## config.mk

```make
export PLATFORM = sky130hd
export DESIGN_NAME = pit_core_timing
export DESIGN_NICKNAME = d
export VERILOG_FILES = /design/src/pit_pkg.sv /design/src/pit_core_timing.sv /design/src/pit_early_term.sv /design/src/pit_hazard.sv
export SDC_FILE = /design/constraint.sdc
export NUM_CORES = 1
export LEC_CHECK = 0
export CAP_MARGIN = 25
export CORE_UTILIZATION = 45
export DETAILED_ROUTE_END_ITERATION = 8
export DONT_BUFFER_PORTS = 1
export HOLD_SLACK_MARGIN = 0.03
export SLEW_MARGIN = 20
export SYNTH_ARGS = -nofsm -noshare
export SYNTH_HDL_FRONTEND = slang
export SYNTH_SLANG_ARGS = --single-unit
```

## constraint.sdc

```tcl
create_clock -name sys_clk_i -period 4.7 [get_ports sys_clk_i]
set_input_delay 0.705 -clock sys_clk_i [delete_from_list [all_inputs] [get_ports sys_clk_i]]
set_output_delay 0.705 -clock sys_clk_i [all_outputs]
set_load 0.03 [all_outputs]
```

## src/pit_pkg.sv

```systemverilog
package pit_pkg;

	// Instruction classes presented at issue
	typedef enum logic [3:0] {
		CLS_DATA_OP = 4'h0,
		CLS_SINGLE_WORD_LOAD = 4'h1,
		CLS_SINGLE_WORD_STORE = 4'h2,
		CLS_BLOCK_LOAD = 4'h3,
		CLS_BLOCK_STORE = 4'h4,
		CLS_ATOMIC_SWAP = 4'h5,
		CLS_BRANCH = 4'h6,
		CLS_SOFTWARE_INTERRUPT = 4'h7,
		CLS_UNDEFINED = 4'h8,
		CLS_COPROC_DATA_OP = 4'h9,
		CLS_COPROC_MEM = 4'hA,
		CLS_CORE_TO_COPROC_MOVE = 4'hB,
		CLS_COPROC_TO_CORE_MOVE = 4'hC,
		CLS_MULTIPLY_32 = 4'hD,
		CLS_LONG_MULTIPLY = 4'hE
	} pit_cls_t;

	// Bus cycle types: internal, nonsequential, sequential, coprocessor
	typedef enum logic [1:0] {
		BUS_I = 2'h0,
		BUS_N = 2'h1,
		BUS_S = 2'h2,
		BUS_C = 2'h3
	} pit_bus_t;

	typedef enum logic {
		ST_IDLE = 1'h0,
		ST_RUN = 1'h1
	} pit_state_t;

	localparam int LEN_W = 6;
	localparam logic [3:0] PC_IDX = 4'hF;

	// Cycle counts
	localparam logic [LEN_W-1:0] ONE_CYC = 6'h01;
	localparam logic [LEN_W-1:0] SHIFT_REG_LEN = 6'h02;
	localparam logic [LEN_W-1:0] LOAD_USE_LEN = 6'h02;
	localparam logic [LEN_W-1:0] NARROW_USE_LEN = 6'h03;
	localparam logic [LEN_W-1:0] LOAD_PC_LEN = 6'h05;
	localparam logic [LEN_W-1:0] SINGLE_BLOCK_LEN = 6'h02;
	localparam logic [LEN_W-1:0] BLOCK_PC_EXTRA = 6'h04;
	localparam logic [LEN_W-1:0] SWAP_LEN = 6'h02;
	localparam logic [LEN_W-1:0] SWAP_USE_LEN = 6'h03;
	localparam logic [LEN_W-1:0] REFILL_LEN = 6'h03;
	localparam logic [LEN_W-1:0] MUL_BASE = 6'h02;
	localparam logic [LEN_W-1:0] MULL_BASE = 6'h03;

	// Early termination thresholds and operand field positions
	localparam int ET_LO = 8;
	localparam int ET_MID = 16;
	localparam int ET_HI = 24;
	localparam int MUL_RS_LSB = 8;
	localparam int MUL_RS_COMPACT_LSB = 0;

	// Reset values
	localparam logic [LEN_W-1:0] CNT_RST = 6'h00;
	localparam logic [3:0] REG_RST = 4'h0;

endpackage

```

## src/pit_core_timing.sv

```systemverilog
`timescale 1ns/1ps
module pit_core_timing
	import pit_pkg::*;
#(
	parameter int BW = 4,
	parameter int CPW = 5
) (
	input wire logic sys_clk_i,
	input wire logic resetn_i,
	input wire logic issue_valid_i,
	input wire pit_cls_t cls_i,
	input wire logic shift_by_reg_i,
	input wire logic pc_dest_i,
	input wire logic byte_load_i,
	input wire logic [3:0] load_dest_i,
	input wire logic [15:0] reg_list_i,
	input wire logic [BW-1:0] busy_wait_i,
	input wire logic [CPW-1:0] cp_words_i,
	input wire logic unsigned_long_i,
	input wire logic [31:0] mul_operand_i,
	input wire logic [31:0] instr_i,
	input wire logic compact_i,
	input wire logic [15:0] next_src_mask_i,
	input wire logic imem_wait_i,
	input wire logic dmem_wait_i,
	output logic issue_ready_o,
	output logic fetch_hold_o,
	output logic instr_done_o,
	output pit_bus_t ibus_type_o,
	output pit_bus_t dbus_type_o,
	output logic [3:0] mul_op_reg_o
);

	generate
		if (BW < 1 || BW > 5 || CPW < 1 || CPW > 5) begin : g_bad
			$error("busy-wait or word-count width out of range");
		end
	endgenerate

	pit_state_t state_q, state_d;
	logic [LEN_W-1:0] cnt_q, cnt_d, len_q, len_d, base_q, base_d;
	logic [LEN_W-1:0] dstart_q, dstart_d, dcnt_q, dcnt_d;
	pit_bus_t dfirst_q, dfirst_d, dnext_q, dnext_d;
	logic refill_q, refill_d;
	logic ready_d, hold_d, done_d;
	pit_bus_t ibus_d, dbus_d;
	logic [3:0] opreg_d;

	logic stall, taken, last;
	logic [LEN_W-1:0] words, b, cpn, mlen;
	logic [15:0] dest_mask;
	logic use_any, use_top;
	logic [2:0] m_val;
	logic [3:0] op_reg;

	pit_hazard u_hazard (
		.dest_mask_i(dest_mask),
		.src_mask_i(next_src_mask_i),
		.use_o(use_any),
		.use_top_o(use_top)
	);

	pit_early_term u_early_term (
		.operand_i(mul_operand_i),
		.unsigned_i(unsigned_long_i && cls_i == CLS_LONG_MULTIPLY),
		.instr_i(instr_i),
		.compact_i(compact_i),
		.m_o(m_val),
		.op_reg_o(op_reg)
	);

	// Instruction-side type for cycle k; refill tail is N then S,S
	function automatic pit_bus_t ibus_of(logic [LEN_W-1:0] k, logic [LEN_W-1:0] len,
		logic refill);
		pit_bus_t t;
		t = BUS_I;
		if (refill && k >= len - REFILL_LEN) begin
			t = (k == len - REFILL_LEN) ? BUS_N : BUS_S;
		end else if (k == CNT_RST && !refill) begin
			t = BUS_S;
		end
		return t;
	endfunction

	// Data-side type for cycle k: a burst window, internal elsewhere
	function automatic pit_bus_t dbus_of(logic [LEN_W-1:0] k, logic [LEN_W-1:0] st,
		logic [LEN_W-1:0] n, pit_bus_t f, pit_bus_t r);
		pit_bus_t t;
		t = BUS_I;
		if (k >= st && k < st + n) begin
			t = (k == st) ? f : r;
		end
		return t;
	endfunction

	// Per-instruction timing profile, decided at issue
	always_comb begin
		words = '0;
		for (int i = 0; i < 16; i++) begin
			words = words + LEN_W'(reg_list_i[i]);
		end
		b = LEN_W'(busy_wait_i);
		cpn = LEN_W'(cp_words_i);
		mlen = LEN_W'(m_val);
		dest_mask = 16'h0000;
		unique case (cls_i)
			CLS_SINGLE_WORD_LOAD, CLS_ATOMIC_SWAP,
			CLS_COPROC_TO_CORE_MOVE: dest_mask = 16'h0001 << load_dest_i;
			CLS_BLOCK_LOAD: dest_mask = reg_list_i;
			default: dest_mask = 16'h0000;
		endcase
		len_d = ONE_CYC;
		base_d = ONE_CYC;
		refill_d = 1'b0;
		dstart_d = CNT_RST;
		dcnt_d = CNT_RST;
		dfirst_d = BUS_N;
		dnext_d = BUS_S;
		unique case (cls_i)
			CLS_DATA_OP: begin
				base_d = shift_by_reg_i ? SHIFT_REG_LEN : ONE_CYC;
			end
			CLS_SINGLE_WORD_LOAD: begin
				dcnt_d = ONE_CYC;
				if (pc_dest_i) begin
					base_d = LOAD_PC_LEN;
					refill_d = 1'b1;
				end else if (use_any && byte_load_i) begin
					len_d = NARROW_USE_LEN;
				end else if (use_any) begin
					len_d = LOAD_USE_LEN;
				end
			end
			CLS_SINGLE_WORD_STORE: begin
				dcnt_d = ONE_CYC;
			end
			CLS_BLOCK_LOAD: begin
				dcnt_d = words;
				if (pc_dest_i || reg_list_i[PC_IDX]) begin
					base_d = words + BLOCK_PC_EXTRA;
					refill_d = 1'b1;
				end else if (words == ONE_CYC) begin
					base_d = SINGLE_BLOCK_LEN;
					dfirst_d = BUS_S;
				end else begin
					base_d = words;
				end
				// Hold lasts to the final fetch; the top register costs one more
				if (use_top && !refill_d) begin
					len_d = base_d + ONE_CYC;
				end
			end
			CLS_BLOCK_STORE: begin
				dcnt_d = words;
				base_d = (words == ONE_CYC) ? SINGLE_BLOCK_LEN : words;
			end
			CLS_ATOMIC_SWAP: begin
				base_d = SWAP_LEN;
				dcnt_d = SWAP_LEN;
				dnext_d = BUS_N;
				if (use_any && byte_load_i) begin
					len_d = SWAP_USE_LEN;
				end
			end
			CLS_BRANCH, CLS_SOFTWARE_INTERRUPT, CLS_UNDEFINED: begin
				base_d = REFILL_LEN;
				refill_d = 1'b1;
			end
			CLS_COPROC_DATA_OP: begin
				base_d = b + ONE_CYC;
			end
			CLS_COPROC_MEM: begin
				base_d = b + cpn;
				dstart_d = b;
				dcnt_d = cpn;
			end
			CLS_CORE_TO_COPROC_MOVE, CLS_COPROC_TO_CORE_MOVE: begin
				base_d = b + ONE_CYC;
				dstart_d = b;
				dcnt_d = ONE_CYC;
				dfirst_d = BUS_C;
				if (cls_i == CLS_COPROC_TO_CORE_MOVE && use_any) begin
					len_d = b + ONE_CYC + ONE_CYC;
				end
			end
			CLS_MULTIPLY_32: begin
				base_d = MUL_BASE + mlen;
			end
			CLS_LONG_MULTIPLY: begin
				base_d = MULL_BASE + mlen;
			end
			default: begin
				base_d = ONE_CYC;
			end
		endcase
		// Interlock cycles follow the instruction's own cycles
		if (len_d < base_d) begin
			len_d = base_d;
		end
	end

	// Sequencer
	always_comb begin
		// Uncached accesses stretch the cycle for as long as the system asks
		stall = imem_wait_i || dmem_wait_i;
		taken = issue_valid_i && issue_ready_o && !stall;
		last = state_q == ST_RUN && cnt_q == len_q - ONE_CYC;
		state_d = state_q;
		cnt_d = cnt_q;
		done_d = 1'b0;
		opreg_d = mul_op_reg_o;
		if (taken) begin
			state_d = ST_RUN;
			cnt_d = CNT_RST;
			opreg_d = op_reg;
			done_d = last;
		end else if (state_q == ST_RUN && !stall) begin
			done_d = last;
			if (last) begin
				state_d = ST_IDLE;
				cnt_d = CNT_RST;
			end else begin
				cnt_d = cnt_q + ONE_CYC;
			end
		end
	end

	logic [LEN_W-1:0] len_n, base_n, dst_n, dcn_n;
	pit_bus_t df_n, dn_n;
	logic rf_n;

	always_comb begin
		len_n = taken ? len_d : len_q;
		base_n = taken ? base_d : base_q;
		dst_n = taken ? dstart_d : dstart_q;
		dcn_n = taken ? dcnt_d : dcnt_q;
		df_n = taken ? dfirst_d : dfirst_q;
		dn_n = taken ? dnext_d : dnext_q;
		rf_n = taken ? refill_d : refill_q;
		ready_d = state_d == ST_IDLE || cnt_d == len_n - ONE_CYC;
		// Interlock stops fetch and holds decode
		hold_d = state_d == ST_RUN && cnt_d >= base_n;
		ibus_d = BUS_I;
		dbus_d = BUS_I;
		if (state_d == ST_RUN) begin
			ibus_d = hold_d ? BUS_I : ibus_of(cnt_d, base_n, rf_n);
			dbus_d = dbus_of(cnt_d, dst_n, dcn_n, df_n, dn_n);
		end
	end

	always_ff @(posedge sys_clk_i or negedge resetn_i) begin
		if (!resetn_i) begin
			state_q <= ST_IDLE;
			cnt_q <= CNT_RST;
			len_q <= ONE_CYC;
			base_q <= ONE_CYC;
			dstart_q <= CNT_RST;
			dcnt_q <= CNT_RST;
			dfirst_q <= BUS_I;
			dnext_q <= BUS_I;
			refill_q <= 1'b0;
			issue_ready_o <= 1'b1;
			fetch_hold_o <= 1'b0;
			instr_done_o <= 1'b0;
			ibus_type_o <= BUS_I;
			dbus_type_o <= BUS_I;
			mul_op_reg_o <= REG_RST;
		end else begin
			state_q <= state_d;
			cnt_q <= cnt_d;
			len_q <= len_n;
			base_q <= base_n;
			dstart_q <= dst_n;
			dcnt_q <= dcn_n;
			dfirst_q <= df_n;
			dnext_q <= dn_n;
			refill_q <= rf_n;
			issue_ready_o <= ready_d;
			fetch_hold_o <= hold_d;
			instr_done_o <= done_d;
			ibus_type_o <= ibus_d;
			dbus_type_o <= dbus_d;
			mul_op_reg_o <= opreg_d;
		end
	end
endmodule

```

## src/pit_early_term.sv

```systemverilog
`timescale 1ns/1ps
module pit_early_term
	import pit_pkg::*;
(
	input wire logic [31:0] operand_i,
	input wire logic unsigned_i,
	input wire logic [31:0] instr_i,
	input wire logic compact_i,
	output logic [2:0] m_o,
	output logic [3:0] op_reg_o
);

	logic z1, z2, z3, o1, o2, o3;

	always_comb begin
		z1 = ~|operand_i[31:ET_LO];
		z2 = ~|operand_i[31:ET_MID];
		z3 = ~|operand_i[31:ET_HI];
		// All-ones only terminates early when the operand is signed
		o1 = &operand_i[31:ET_LO] && !unsigned_i;
		o2 = &operand_i[31:ET_MID] && !unsigned_i;
		o3 = &operand_i[31:ET_HI] && !unsigned_i;
		if (z1 || o1) begin
			m_o = 3'h1;
		end else if (z2 || o2) begin
			m_o = 3'h2;
		end else if (z3 || o3) begin
			m_o = 3'h3;
		end else begin
			m_o = 3'h4;
		end
		if (compact_i) begin
			op_reg_o = {1'b0, instr_i[MUL_RS_COMPACT_LSB +: 3]};
		end else begin
			op_reg_o = instr_i[MUL_RS_LSB +: 4];
		end
	end

endmodule

```

## src/pit_hazard.sv

```systemverilog
`timescale 1ns/1ps
module pit_hazard
	import pit_pkg::*;
(
	input wire logic [15:0] dest_mask_i,
	input wire logic [15:0] src_mask_i,
	output logic use_o,
	output logic use_top_o
);

	logic [15:0] top;

	always_comb begin
		top = 16'h0000;
		// Highest register of the list lands last
		for (int i = 0; i < 16; i++) begin
			if (dest_mask_i[i]) begin
				top = 16'h0001 << i;
			end
		end
		use_o = |(dest_mask_i & src_mask_i);
		use_top_o = |(top & src_mask_i);
	end

endmodule

```

; Word-level counts from Yosys, hierarchy flattened
; Index checks and enable logic that the tools add are counted.
[op_classes]
addsub = 27
n_mux = 68
eq_ne = 19
div = 0
mul = 0
n_reduce_logical = 45
bitwise_logic = 3
magnitude_cmp = 5
n_shift = 1
[op_table]
columns = op, n
row1 = 6-bit two-way mux, 14
row2 = 6-bit by 1-bit adder with 6-bit output, 10
row3 = 6-bit one-hot mux with 10 select lines, 1
row4 = 6-bit one-hot mux with 4 select lines, 2
row5 = 16-bit OR reduction, 3
row6 = 2-bit two-way mux, 19
row7 = 16-bit AND, 2
row8 = 16-bit one-hot mux with 2 select lines, 1
row9 = 4-bit equality test (second input constant), 7
row10 = 6-bit equality test, 4
row11 = 24-bit AND reduction, 1
row12 = 24-bit OR reduction, 1
row13 = 6-bit >= comparator, 3
row14 = 4-bit by 3-bit equality test with 1-bit output (second input constant), 4
row15 = 16-bit two-way mux, 1
row16 = 16-bit AND reduction, 1
row17 = 1-bit by 4-bit left shift with 16-bit output (first input constant), 1
row18 = 1-bit logical AND, 15
row19 = 15-bit two-way mux, 1
row20 = 3-bit two-way mux, 5
row21 = 14-bit two-way mux, 1
row22 = 13-bit two-way mux, 1
row23 = 6-bit by 1-bit adder with 6-bit output (second input constant), 2
row24 = 6-bit < comparator, 2
row25 = other kinds (37), 66
[word_totals]
output_inout_bits = 11
ff_bits = 47
mem_count = 0
word_cells = 183
rom_bits = 0
latchBits = 0
inputBits = 123
mem_bits_rw = 0

; Depth between registers and ports, before layout
; Gate-level depths: netlist of the first run.
[logic_depth]
ltp_word = 30
ltp_mapped = 35
ltp_nobuf = 35

; Modules after synthesis
; A second synthesis of the first run with hierarchy kept.
[hier_totals]
hier_cells = 687
area_unflattened_um2 = 5484.0
[by_module_without_submodules]
columns = mod, seq_area_each_um2, area_each_um2, n_inst, cells_each
row1 = pit_core_timing, 1179.9, 5027.3, 1, 619
row2 = pit_hazard, 0.0, 250.2, 1, 39
row3 = pit_early_term, 0.0, 206.4, 1, 29

; Worst setup path before layout of the first run
; Ideal clock, no wire load.
[synth_timing]
kind = input to register
from = in reg_list_i[11]
to = reg issue_ready_o
arrival_time_ns = 7.482
t_required_ns = 4.638
path_buffers = 0
cell_stages = 34
slack_ns = -2.844
setup_time_ns = 0.062
cell_sequence = fa_1 -> inv_1 -> fa_1 -> inv_1 -> fa_1 -> inv_1 -> fa_1 -> inv_1 -> ha_1 -> fa_1 -> xor2_1 -> inv_1 -> ha_1 -> nand2_1 -> a21oi_1 -> nand2b_1 -> nor3_1 -> o21ai_0 -> xnor2_1 -> a22oi_1 -> inv_1 -> ha_1 -> a21o_1 -> a21oi_1 -> o21a_1 -> a41oi_4 -> mux2i_1 -> o21a_1 -> ha_1 -> nor4b_1 -> a21oi_1 -> o32ai_1 -> o311a_1 -> a41o_1
[synth_between]
elab_chain_cells = 18
elab_cells_between_ends = 38
cone_classes = add/sub: 8 / order compare: 1 / eq/ne: 2 / mux: 19 / bitwise: 2 / reduce/logical: 6
[synth_lines]
columns = item, line_no
row1 = from (decl), pit_core_timing.sv:16  ; input wire logic [15:0] reg_list_i,
row2 = branches (longest 13 deep; another with 6-bit by 1-bit adder with 6-bit output), -
row3 = 6-bit two-way mux (*), pit_core_timing.sv:197  ; if (len_d < base_d) begin
row4 = 6-bit two-way mux (*), pit_core_timing.sv:233  ; len_n = taken ? len_d : len_q;
row5 = 6-bit by 1-bit subtractor with 6-bit output (*), pit_core_timing.sv:240  ; ready_d = state_d == ST_IDLE || cnt_d == len_n - ONE_CYC;
row6 = 6-bit equality test (*), pit_core_timing.sv:240
row7 = 1-bit logical OR (*), pit_core_timing.sv:240
row8 = via ready_d, pit_core_timing.sv:45  ; logic ready_d, hold_d, done_d;
row9 = to (signal assigned), pit_core_timing.sv:278  ; issue_ready_o <= ready_d;
row10 = to (decl), pit_core_timing.sv:26  ; output logic issue_ready_o,
; Mark *: on every way through the listed nets, which the timed path passes. The select of a mux whose other input is x is not followed.
; A chain may end at the register's enable or synchronous reset.

; Worst setup path in the final report of the first run
; Ends and elaborated chain as after synthesis.

==> results.txt, run 1 <==
The flow ran to the end, but the final reports show violations. The final reports fail on negative setup slack. The detailed placer's ending HPWL was 13870 um; the post-synthesis mux area share was 2.759%.

STA puts the critical path data arrival time at 7.10 ns. The total of fill cells in the finished design came out at 1069. Leaving out fill and tap cells, the most frequent cell in the layout is sky130_fd_sc_hd__buf_4. The tools report the max-cap violation count as 0.

The leakage component of the power is 3.334 nW, and the post-synthesis sequential area ratio is 20.98%. Clock-pin slew was measured on the worst setup and hold paths at 0.07 ns. The critical path is of the primary input to flop type. Slowest library cell on the worst path: sky130_fd_sc_hd__fa_1. STA puts the critical path data required time at 4.94 ns. TritonCTS built the clock tree. The number of antenna cells inserted was 0.

IR analysis of the VDD net gives a maximum drop of 0.2439 mV. In this run, distinct cell masters in the synthesized netlist total 78. For flop-to-flop paths, the worst setup slack is 0.35 ns. For this run, design rule violations remaining after detail routing come to 0.

In this run the power density over the cells is 521.9 nW/um2. For this run, asynchronously set or reset flops after synthesis account for 100.0%. The worst slew margin relative to its limit came out at 48.42%. The highest cell delay on the worst timing path came out at 0.52 ns.

Sorting the synthesized cells by area gives the leading types as sky130_fd_sc_hd__dfrtp_1 20%, sky130_fd_sc_hd__ha_1 12%, sky130_fd_sc_hd__nand2_1 4.6%. The number of nets handed over by synthesis was 902. A synthesized cell averages 7.866 um2.

The dominant cell type by area after synthesis is sky130_fd_sc_hd__dfrtp_1. In this run the core area contains 40 standard-cell rows. The clock buffer count from CTS was 5; the maximum number of pins on one net before global-route repair was 48. The fraction of final layout cells with drive strength greater than 1 came out at 27.94%. Setup repair after global routing could not meet its margin everywhere. After detailed routing, the number of vias per cell comes to 5.977. Dividing the detail-routed wire length by the instance count gives 18.64 um. Startpoint type of the worst setup path: a primary input.

The master cell of the clock root buffer is sky130_fd_sc_hd__clkbuf_16. For the clock sink count, the log shows 47. After Yosys synthesis, and, or, nand and nor cells account for 23.03% of the synthesized area. The tools report the count of pins on the block boundary as 134. For this block, the initial DRC count from the detailed router was 438.

The share of synthesized area in the top cell type comes to 19.58%. The first global-routing pass estimated 29410 um of wire. The net count of the finished layout is 1002. For this block, the routed nets add up to 18340 um of wire. Routability-driven placement finished with a final weighted congestion of 0.9482. After Yosys synthesis, XOR and XNOR cells account for 6.229% of the synthesized area. Global routing finished with a remaining overflow of 0. The final critical path takes up 146.0% of the cycle.

For the worst setup slack after layout, the log shows -2.163 ns. Clock skew on the completed layout was measured at 0.005516 ns. The maximum root-to-sink buffer count is 2, and the all-layer global routing usage is 28.70%.

Maximum fanout encountered on the critical timing path: 5. From bottom edge to top edge, the die measures 113.8 um. The synthesized instance count is 715. The routed layout has 5881 vias.

For the cell area after synthesis, the log shows 5624 um2. The synthesized design contains 0 enable-type register cells. Relative to the synthesized area, the layout overhead comes to 29.54%.

The tools report the total core area as 12110 um2. Among all flip-flop cells after synthesis, the most frequent one is sky130_fd_sc_hd__dfrtp_1. The initial antenna violation count came out at 0. The critical path endpoint category is a flop. Worst min-delay path class: primary input to async pin. The most numerous cell on the critical path is sky130_fd_sc_hd__fa_1. The first detailed-routing pass ran for 5 iterations. Count of port buffers added during placement: 0. The final critical path time including I/O delays and setup was 6.863 ns; the count of antenna-violating nets left after detailed routing was 0. In the layout the commonest cells are 104 x sky130_fd_sc_hd__buf_4, 63 x sky130_fd_sc_hd__nand2_1, 51 x sky130_fd_sc_hd__nor2_1.

The synthesized netlist devotes 15.84% of its cell area to adder and majority cells. The transition time of the tightest slew-check pin is 0.7709 ns, and the fraction of the mapped netlist area in compound gates is 25.27%. The maximum level of the CTS H-tree was 2. The logs give 0.30 ns for the clock latency on the worst-skew pair and 0 for the number of pins with negative max-slew slack in the final report. The flip-flop and latch count after synthesis came out at 47.

The main combinational cell family by area after synthesis was compound AO/OA/AOI/OAI gates. The total of warnings raised by yosys was 0. For this run, the top clock speed supported by timing is 0.1457 GHz. The setup violation total in the final timing report was 17; the effective utilization at floorplan was 46.44%.

Once layout is complete, the utilization of the core stands at 60.16%. The die covers 12950 um2. The floorplan step set the die width to 113.8 um.

For the sum of internal, switching and leakage power, the log shows 3.803 mW. The via count of the first global-routing pass was 5925; the final hold violation count was 0.
==> per-stage QoR <==
step	instances	hold WS, ns	instance area, um2	worst slack (ns)	TNS [ns]
after floorplan	715	0.4094	5729	-2.305	-18.33
after global placement	943	0.4106	6497	-2.329	-23.78
after detailed placement	943	0.4102	6497	-2.548	-25.53
after CTS	979	0.09266	7074	-2.204	-22.66
after global routing	984	0.08454	7286	-2.438	-25.87
final	984	0.09563	7286	-2.163	-22.07
==> worst max-delay path: cells and delay by family <==
family / cells / cell delay, ns
adder cells (fa/ha/maj): 9 / 3.15
AO/OA/AOI/OAI: 13 / 2.17
buffers and inverters: 6 / 0.38
AND/OR/NAND/NOR: 3 / 0.34
multiplexers: 1 / 0.19
XOR/XNOR: 1 / 0.17
==> worst paths after layout <==
path | to | start | cells after the start
max | issue_ready_o | reg_list_i[11] | 33
min | cnt_q[2] | resetn_i | 0
max reg2reg | dbus_type_o[0] | len_q[0] | 18
min reg2reg | dnext_q[0] | dnext_q[0] | 1
max in group asynchronous | issue_ready_o | resetn_i | 0
min in group sys_clk_i | dnext_q[0] | dnext_q[0] | 1
==> power breakdown <==
| group | total, mW | internal, mW | switching, mW |
|---|---|---|---|
| registers | 0.685 | 0.528 | 0.157 |
| clock network | 0.371 | 0.213 | 0.158 |
| logic | 2.75 | 1.43 | 1.32 |
| total | 3.80 | 2.17 | 1.64 |
==> cell families (layout without fill, tap and decap cells) <==
| group | after synthesis | after routing |
|---|---|---|
| buffers and inverters | 86 | 187 |
| other | 1 | 1 |
| AND/OR/NAND/NOR | 253 | 253 |
| multiplexers | 15 | 15 |
| AO/OA/AOI/OAI | 209 | 209 |
| flip-flops | 47 | 47 |
| adder cells (fa/ha/maj) | 64 | 64 |
| XOR/XNOR | 40 | 40 |
==> state kept, by name (all words and copies together), names as in the netlist <==
register,count
cnt_q,6
dnext_q,2
dbus_type_o,2
issue_ready_o,1
refill_q,1
fetch_hold_o,1
ibus_type_o,2
mul_op_reg_o,4
instr_done_o,1
dfirst_q,2
state_q,1
dstart_q,6
base_q,6
dcnt_q,6
len_q,6
==> layout make-up <==
cell class                      count  area [um2]  area share (%)
Timing Repair Buffer              123       994.7           13.65
Tap cell                          168       210.2           2.885
Clock buffer                        6       138.9           1.906
Sequential cell                    47        1180           16.19
Multi-Input combinational cell    582        4531           62.18
Clock inverter                      2       16.27          0.2233
Inverter                           56       215.2           2.954
==> timing repair <==
| action | 4_1_cts | 5_1_grt |
|---|---|---|
| setup endpoints to repair | 17 | 18 |
| hold buffers | 0 | 0 |
| pin swaps | 25 | 27 |
| buffers inserted | 30 | 15 |
| resized for setup | 54 | 46 |
==> cell usage after synthesis (all sizes together) (10+ instances only) <==
master / n
fa: 12
nor3: 13
nand2b: 10
a22oi: 15
nand3: 11
nor4: 12
nand4: 16
xor2: 16
o21ai: 51
xnor2: 24
ha: 52
a21o: 15
dfrtp: 44
clkbuf: 22
mux2i: 11
nor2: 56
nor2b: 22
nand2: 70
a21oi: 47
inv: 56
==> per-layer routing <==
| layer | up-vias | share of wire [%] | GRT usage [%] |
|---|---|---|---|
| li1 | 2805 | - | - |
| met1 | 2836 | 44 | 37.97 |
| met2 | 207 | 49 | 48.62 |
| met3 | 33 | 5.6 | 4.995 |
| met4 | 0 | 1.7 | 7.273 |
| met5 | - | 0 | 0 |
Power figures use the tool's default switching activity.
==> run 2, diff against run 1 <==
--- a/config.mk
+++ b/config.mk
@@ -6,7 +6,7 @@
 export NUM_CORES = 1
 export LEC_CHECK = 0
 export CAP_MARGIN = 25
-export CORE_UTILIZATION = 45
+export CORE_UTILIZATION = 35
 export DETAILED_ROUTE_END_ITERATION = 8
 export DONT_BUFFER_PORTS = 1
 export HOLD_SLACK_MARGIN = 0.03
==> run 2 against run 1 <==
Net effect: the flow still finishes with violations (negative setup slack); via count up 0.88%; flip-flop and latch count unchanged; highest routed layer unchanged; sequential share of layout area decreased by 0.22 points; worst setup slack got worse by 0.13 ns; count of clock-buffer cells in the layout is 1 lower; clock power is essentially flat; clock skew grew 0.0027 ns; critical endpoint unchanged; largest power group unchanged; non-clock buffer count grew 13; sequential power is essentially flat; first-iteration DRC count increased by 16%.
==> results.txt, run 2 (synthesis results as in run 1) <==
The flow ran to the end, but the final reports show violations. Failing checks: negative setup slack (unchanged). For the number of detailed-route iterations in the first pass, the log shows 5 (unchanged). The average wire per cell in the routed design was 18.45 um (was 18.64 um). The tools report the start of the worst register-to-register path as len_q[0] (unchanged). For the number of placed cells counting well taps, the log shows 984 (was 943). The ratio of final minimum period to clock period is 148.7% (was 146.0%), and the maximum clock skew at final layout is 0.008188 ns (was 0.005516 ns).

TritonCTS built the clock tree. Highest cell delay on the worst timing path: 0.54 ns (was 0.52 ns). The first element of the critical path was reg_list_i[11] (unchanged). The detailed placer's ending HPWL came out at 14510 um (was 13870 um). The tools report the startpoint type of the worst setup path as a primary input (unchanged).

The run gives 134 (unchanged) as the count of pins on the block boundary. The combinational share of power was 72.0% (was 72.2%); the die area was 16580 um2 (was 12950 um2). The critical path endpoint category was a flop (unchanged). The critical path data arrival time is 7.22 ns (was 7.10 ns), and the max-cap violation count is 0 (unchanged).

The tools report the final design instance area without fill as 7387 um2 (was 7286 um2). The number of antenna cells inserted came out at 0 (unchanged). The total core area came out at 15430 um2 (was 12110 um2).

The logs give 0.1431 GHz (was 0.1457 GHz) for the maximum achievable frequency and 18.1% (was 18.0%) for the sequential group share of total power. Number of hold buffers added after CTS: 0 (unchanged). The sum of internal, switching and leakage power came out at 3.767 mW (was 3.803 mW). The run gives 2 (unchanged) as the maximum root-to-sink buffer count.

The clock-pin transition on the worst setup and hold timing paths was 0.07 ns (about the same); the effective utilization at floorplan was 36.46% (was 46.44%). The worst min-delay path class was primary input to async pin (unchanged). The net switching fraction of the power came out at 43.35% (was 43.04%). Slowest library cell on the worst path: sky130_fd_sc_hd__fa_1 (unchanged).

The maximum number of pins on one net before global-route repair is 48 (unchanged). Cell area reported after detailed placement: 6536 um2 (was 6497 um2). Master cell of the clock root buffer: sky130_fd_sc_hd__clkbuf_16 (unchanged). The clock buffer count from CTS is 5 (unchanged), and the ratio of total power to cell area is 510.0 nW/um2 (was 521.9 nW/um2). The die boundary height is 128.8 um (was 113.8 um), and the routed wire length is 19190 um (was 18340 um). Setup repair after global routing could not meet its margin everywhere.

Final hold violation count: 0 (unchanged). For the share of total power in the clock network, the log shows 9.9% (was 9.8%). Layout overhead on the synthesized area: 31.35% (was 29.54%). The worst slew margin relative to its limit was 52.66% (was 48.42%); the count of port buffers added during placement was 0 (unchanged). The final critical path time including I/O delays and setup was 6.989 ns (was 6.863 ns). The all-layer global routing usage came out at 23.46% (was 28.70%). The met1 global-route usage was 30.20% (was 37.97%); the final net count was 1015 (was 1002). The run gives 1.633 mW (was 1.637 mW) as the switching power. The most common library cell in the layout ignoring fill and taps was sky130_fd_sc_hd__buf_4 (unchanged).

The maximum fanout encountered on the critical timing path works out to 5 (unchanged). The peak supply drop was 0.2141 mV (was 0.2439 mV). The via count of the first global-routing pass is 6037 (was 5925), and the wire length of the first global-routing pass is 30870 um (was 29410 um). The die span in x works out to 128.8 um (was 113.8 um). The fraction of final layout cells with drive strength greater than 1 was 28.71% (was 27.94%). The total of fill cells in the finished design came out at 1507 (was 1069).

The transition time of the tightest slew-check pin works out to 0.7009 ns (was 0.7709 ns). The leakage component of the power was 3.397 nW (was 3.334 nW); the clock sink count was 47 (unchanged). Critical path class: primary input to flop (unchanged). The run gives 0.9666 (was 0.9482) as the global placer's final weighted congestion. The critical path required time is 4.93 ns (was 4.94 ns), and the summed negative setup slack over all endpoints is -23.57 ns (was -22.07 ns). The number of pins with negative max-slew slack in the final report was 0 (unchanged); the clock latency on the worst-skew pair was 0.29 ns (was 0.30 ns).

The logs give 0 (unchanged) for the initial antenna violation count and 41.43% (was 48.62%) for the met2 track utilization from global routing. The number of vias per cell after detailed routing came out at 5.705 (was 5.977). Commonest non-fill, non-tap cells in the layout: 120 x sky130_fd_sc_hd__buf_4, 64 x sky130_fd_sc_hd__nand2_1, 52 x sky130_fd_sc_hd__nor2_1 (was 104 x sky130_fd_sc_hd__buf_4, 63 x sky130_fd_sc_hd__nand2_1, 51 x sky130_fd_sc_hd__nor2_1).

The total via count in the routed design is 5933 (was 5881). The worst setup slack after layout is -2.289 ns (was -2.163 ns). The met3 global-route usage was 3.534% (was 4.995%); the overflow left after global routing was 0 (unchanged). The count of antenna-violating nets left after detailed routing was 0 (unchanged); the final non-filler cell total was 1040 (was 984). Setup violation total in the final timing report: 17 (unchanged).

The run gives 2 (unchanged) as the maximum level of the CTS H-tree. The tools report the violation count after the first detailed-routing iteration as 508 (was 438). The run gives 0 (unchanged) as the DRC violation count after routing. The tools report the internal power contribution as 2.134 mW (was 2.166 mW).

The most used routing layer in global routing was met2 (unchanged). The number of standard-cell rows in the floorplan is 45 (was 40).
==> run 2: cell types whose count changed in the layout (fill, tap and decap cells not counted), sizes merged <==
cell	before	now
clkbuf	6	5
buf	123	136
clkinvlp	1	0
inv	56	58
==> run 2: path summary, 6_finish.rpt <==
path                                  endpoint  slack (ns)  depth (start not counted)
worst max-delay path             issue_ready_o       -2.29                         32
worst min register to register      dnext_q[0]        0.49                          1
max in group asynchronous            base_q[0]        4.41                          0
min in group sys_clk_i              dnext_q[0]        0.49                          1
worst max register to register  dbus_type_o[1]        0.28                         18
worst min-delay path               dstart_q[4]        0.10                          0
==> run 2: worst max-delay path, delay by kind of cell <==
kind / cells / cell delay (ns)
XOR/XNOR: 2 / 0.34
adder cells (fa/ha/maj): 9 / 3.16
AND/OR/NAND/NOR: 2 / 0.12
multiplexers: 1 / 0.16
AO/OA/AOI/OAI: 11 / 2.19
buffers and inverters: 7 / 0.55
==> run 2: what timing repair did <==
| item | CTS | global route |
|---|---|---|
| setup endpoints to repair | 17 | 17 |
| pin swaps | 18 | 23 |
| resized for setup | 45 | 41 |
| setup buffers | 48 | 6 |
| cloned | 0 | 0 |
==> run 2: through the flow <==
step	hold slack [ns]	utilization, %	setup slack [ns]
after global placement	0.4114	42.37	-2.316
after CTS	0.1027	46.70	-2.138
after global routing	0.09672	47.88	-2.479
after floorplan	0.4094	-	-2.305
after detailed placement	0.4117	42.37	-2.480
final	0.1049	47.88	-2.289
==> run 2: layout make-up <==
class	instances	area, um2	area share [%]
multi-input cells	582	4487	60.74
flip-flops and latches	47	1180	15.97
inverters	56	215.2	2.913
well taps	211	264.0	3.574
clock inverters	3	26.28	0.3557
clock buffers	5	125.1	1.694
repair buffers	136	1090	14.75
==> run 2: routing by layer <==
metal,wire length (um),vias to the layer above
li1,-,2820
met1,8302,2883
met2,9471,203
met3,1099,27
met4,317,0
met5,0,-
==> run 2: power by group through the flow <==
| stage | Combinational (mW) | Sequential [mW] | Clock, mW |
|---|---|---|---|
| after floorplan | 1.45 | 0.644 | 0 |
| after global placement | 2.07 | 0.681 | 0 |
| after detailed placement | 2.14 | 0.686 | 0 |
| after CTS | 2.48 | 0.680 | 0.374 |
| after global routing | 2.96 | 0.696 | 0.391 |
| final | 2.71 | 0.682 | 0.373 |
==> run 3, diff against run 2 <==
==> constraint.sdc (replaced) <==
create_clock -name sys_clk_i -period 4.7 [get_ports sys_clk_i]
set_input_delay 0.235 -clock sys_clk_i [delete_from_list [all_inputs] [get_ports sys_clk_i]]
set_output_delay 0.235 -clock sys_clk_i [all_outputs]
set_load 0.03 [all_outputs]
==> run 3 against run 2 <==
Net effect: the run still ends with negative setup slack left; core utilization down 2.6 points; count of clock-buffer cells in the layout unchanged; final area fell by 5.5%; clock power up 12%; clock skew shrank 0.0026 ns; via count is 3.9% lower; cell count decreased by 4.3%; sequential power hardly changed; global-route usage decreased by 2.1 points; combinational power down 7.7%; first-iteration DRC count shrank 24%; non-clock buffer count decreased by 45.
==> results.txt, run 3 (synthesis results as in run 1) <==
The clock-pin transition on the worst setup and hold timing paths was 0.07 ns (about the same); the clock sink count was 47 (unchanged). Fraction of final layout cells with drive strength greater than 1: 22.19% (was 28.71%). The logs give 28150 um (was 30870 um) for the wire length of the first global-routing pass and 1540 (was 1507) for the total of fill cells in the finished design. The flow ran to the end, but the final reports show violations. The transition time of the tightest slew-check pin came out at 0.6314 ns (was 0.7009 ns). The tools report the share of total power in the clock network as 11.6% (was 9.9%). The final hold violation count is 0 (unchanged).

Worst setup slack after layout: -1.670 ns (was -2.289 ns). The tools report the maximum level of the CTS H-tree as 2 (unchanged). The minimum hold slack is 0.09007 ns (was 0.1049 ns), and the final net count is 970 (was 1015). The run gives 0.9616 (was 0.9666) as the global placer's final weighted congestion. Maximum fanout encountered on the critical timing path: 5 (unchanged). Net switching fraction of the power: 42.89% (was 43.35%). The critical path endpoint category is a flop (unchanged). The internal power contribution came out at 2.052 mW (was 2.134 mW).

The die boundary height was 128.8 um (unchanged). Number of standard-cell rows in the floorplan: 45 (unchanged). Failing checks: negative setup slack (unchanged). The tools report the DRC violation count after routing as 0 (unchanged). Count of port buffers added during placement: 0 (unchanged). The tools report the master cell of the clock root buffer as sky130_fd_sc_hd__clkbuf_16 (unchanged).

The layout overhead on the synthesized area came out at 24.09% (was 31.35%). The logs give 0.2469 mV (was 0.2141 mV) for the peak supply drop and 0 (unchanged) for the max-cap violation count. The setup violation total in the final timing report is 13 (was 17). The tools report the summed negative setup slack over all endpoints as -13.82 ns (was -23.57 ns). The die span in x is 128.8 um (unchanged). The number of pins with negative max-slew slack in the final report was 0 (unchanged); the die area was 16580 um2 (unchanged). The combinational share of power was 69.5% (was 72.0%). The routed wire length is 17730 um (was 19190 um). Most common library cell in the layout ignoring fill and taps: sky130_fd_sc_hd__buf_4 (unchanged). The logs give 18.9% (was 18.1%) for the sequential group share of total power and 57.46% (was 52.66%) for the worst slew margin relative to its limit. The logs give 45.24% (was 47.88%) for the fraction of the core area covered by cells at the end of the flow and 48 (unchanged) for the maximum number of pins on one net before global-route repair. The count of pins on the block boundary is 134 (unchanged), and the final critical path time including I/O delays and setup is 6.370 ns (was 6.989 ns).

The maximum root-to-sink buffer count was 2 (unchanged). The logs give 0 (unchanged) for the initial antenna violation count and -2.044 ns (was -2.480 ns) for the worst setup slack before clock tree synthesis. The tools report the maximum clock skew at final layout as 0.005547 ns (was 0.008188 ns). The critical path class was primary input to flop (unchanged).

The tools report the sum of internal, switching and leakage power as 3.593 mW (was 3.767 mW). The logs give 5 (unchanged) for the clock buffer count from CTS and 5607 (was 6037) for the via count of the first global-routing pass. The number of vias per cell after detailed routing is 5.733 (was 5.705).

Slowest library cell on the worst path: sky130_fd_sc_hd__fa_1 (unchanged). Clock latency on the worst-skew pair: 0.29 ns (about the same). The startpoint type of the worst setup path is a primary input (unchanged). For the violation count after the first detailed-routing iteration, the log shows 384 (was 508). By instance count, the cell type seen most on the critical path is sky130_fd_sc_hd__inv_1. TritonCTS built the clock tree. The average wire per cell in the routed design is 17.82 um (was 18.45 um). The total via count in the routed design is 5704 (was 5933), and the count of antenna-violating nets left after detailed routing is 0 (unchanged). The detailed placer's ending HPWL is 13840 um (was 14510 um).

The maximum achievable frequency is 0.1570 GHz (was 0.1431 GHz). Commonest non-fill, non-tap cells in the layout: 80 x sky130_fd_sc_hd__buf_4, 68 x sky130_fd_sc_hd__nand2_1, 52 x sky130_fd_sc_hd__nor2_1 (was 120 x sky130_fd_sc_hd__buf_4, 64 x sky130_fd_sc_hd__nand2_1, 52 x sky130_fd_sc_hd__nor2_1). The ratio of total power to cell area was 514.8 nW/um2 (was 510.0 nW/um2). Setup repair after global routing could not meet its margin everywhere.

The ratio of final minimum period to clock period is 135.5% (was 148.7%), and the number of detailed-route iterations in the first pass is 5 (unchanged). The run gives 0 (unchanged) as the number of antenna cells inserted. The overflow left after global routing is 0 (unchanged). The critical path data arrival time is 6.60 ns (was 7.22 ns). The effective utilization at floorplan is 36.46% (unchanged). The critical path required time was 4.93 ns (about the same). The switching power is 1.541 mW (was 1.633 mW), and the highest cell delay on the worst timing path is 0.52 ns (was 0.54 ns). The worst min-delay path class is primary input to flop (was primary input to async pin). The logs give 21.35% (was 23.46%) for the all-layer global routing usage and 15430 um2 (unchanged) for the total core area.

For the leakage component of the power, the log shows 3.146 nW (was 3.397 nW).
==> run 3: power by group through the flow <==
| stage | combinational, mW | clock [mW] | sequential (mW) |
|---|---|---|---|
| global placement | 2.08 | 0 | 0.681 |
| detailed placement | 2.15 | 0 | 0.685 |
| global route | 2.74 | 0.442 | 0.694 |
| floorplan | 1.45 | 0 | 0.644 |
| CTS | 2.36 | 0.423 | 0.680 |
| finish | 2.50 | 0.416 | 0.680 |
==> run 3: final timing paths <==
| check | from | endpoint | slack, ns | cells after the start |
|---|---|---|---|---|
| worst min-delay path | instr_i[11] | mul_op_reg_o[3] | 0.09 | 2 |
| worst max-delay path | reg_list_i[11] | issue_ready_o | -1.67 | 33 |
| max in group asynchronous | resetn_i | base_q[0] | 3.93 | 2 |
| worst max register to register | issue_ready_o | dbus_type_o[1] | 0.78 | 15 |
| min in group asynchronous | resetn_i | cnt_q[5] | 0.50 | 2 |
| worst min register to register | dnext_q[0] | dnext_q[0] | 0.48 | 1 |
==> run 3: metrics by stage <==
stage          std cells  area (um2)
5_1_grt              995        6979
2_1_floorplan        715        5729
3_5_place_dp         968        6416
4_1_cts              993        6862
6_report             995        6979
3_3_place_gp         968        6416
==> run 3: per-layer routing <==
metal  vias up  track usage (%)  routed length, um
met5         -                0                  0
met4         0            6.920                471
met3        40            4.283               1294
met2       211            35.80               8330
met1      2712            27.45               7635
li1       2741                -                  -
==> run 3: timing repair <==
item,CTS,global route
pin swaps,27,16
resized for setup,32,22
hold buffers,2,0
endpoints found under the hold margin,47,0
endpoints found under the setup margin,13,15
setup buffers,19,2
cloned,0,0
==> run 3: final cells by class <==
class | count | area, um2 | share of cell area (%)
tap | 211 | 264.0 | 3.783
sequential | 47 | 1180 | 16.91
inverter | 56 | 210.2 | 3.012
clock inverter | 3 | 46.29 | 0.6633
timing repair buffer | 91 | 739.5 | 10.60
multi-input combinational | 582 | 4414 | 63.25
clock buffer | 5 | 125.1 | 1.793
==> run 3: critical path: cells and delay by family <==
family,cells,cell delay (ns)
buf+inv,7,0.58
fa+ha+maj,9,3.09
xor+xnor,1,0.17
mux,1,0.14
simple gates,3,0.34
compound gates,12,2.04
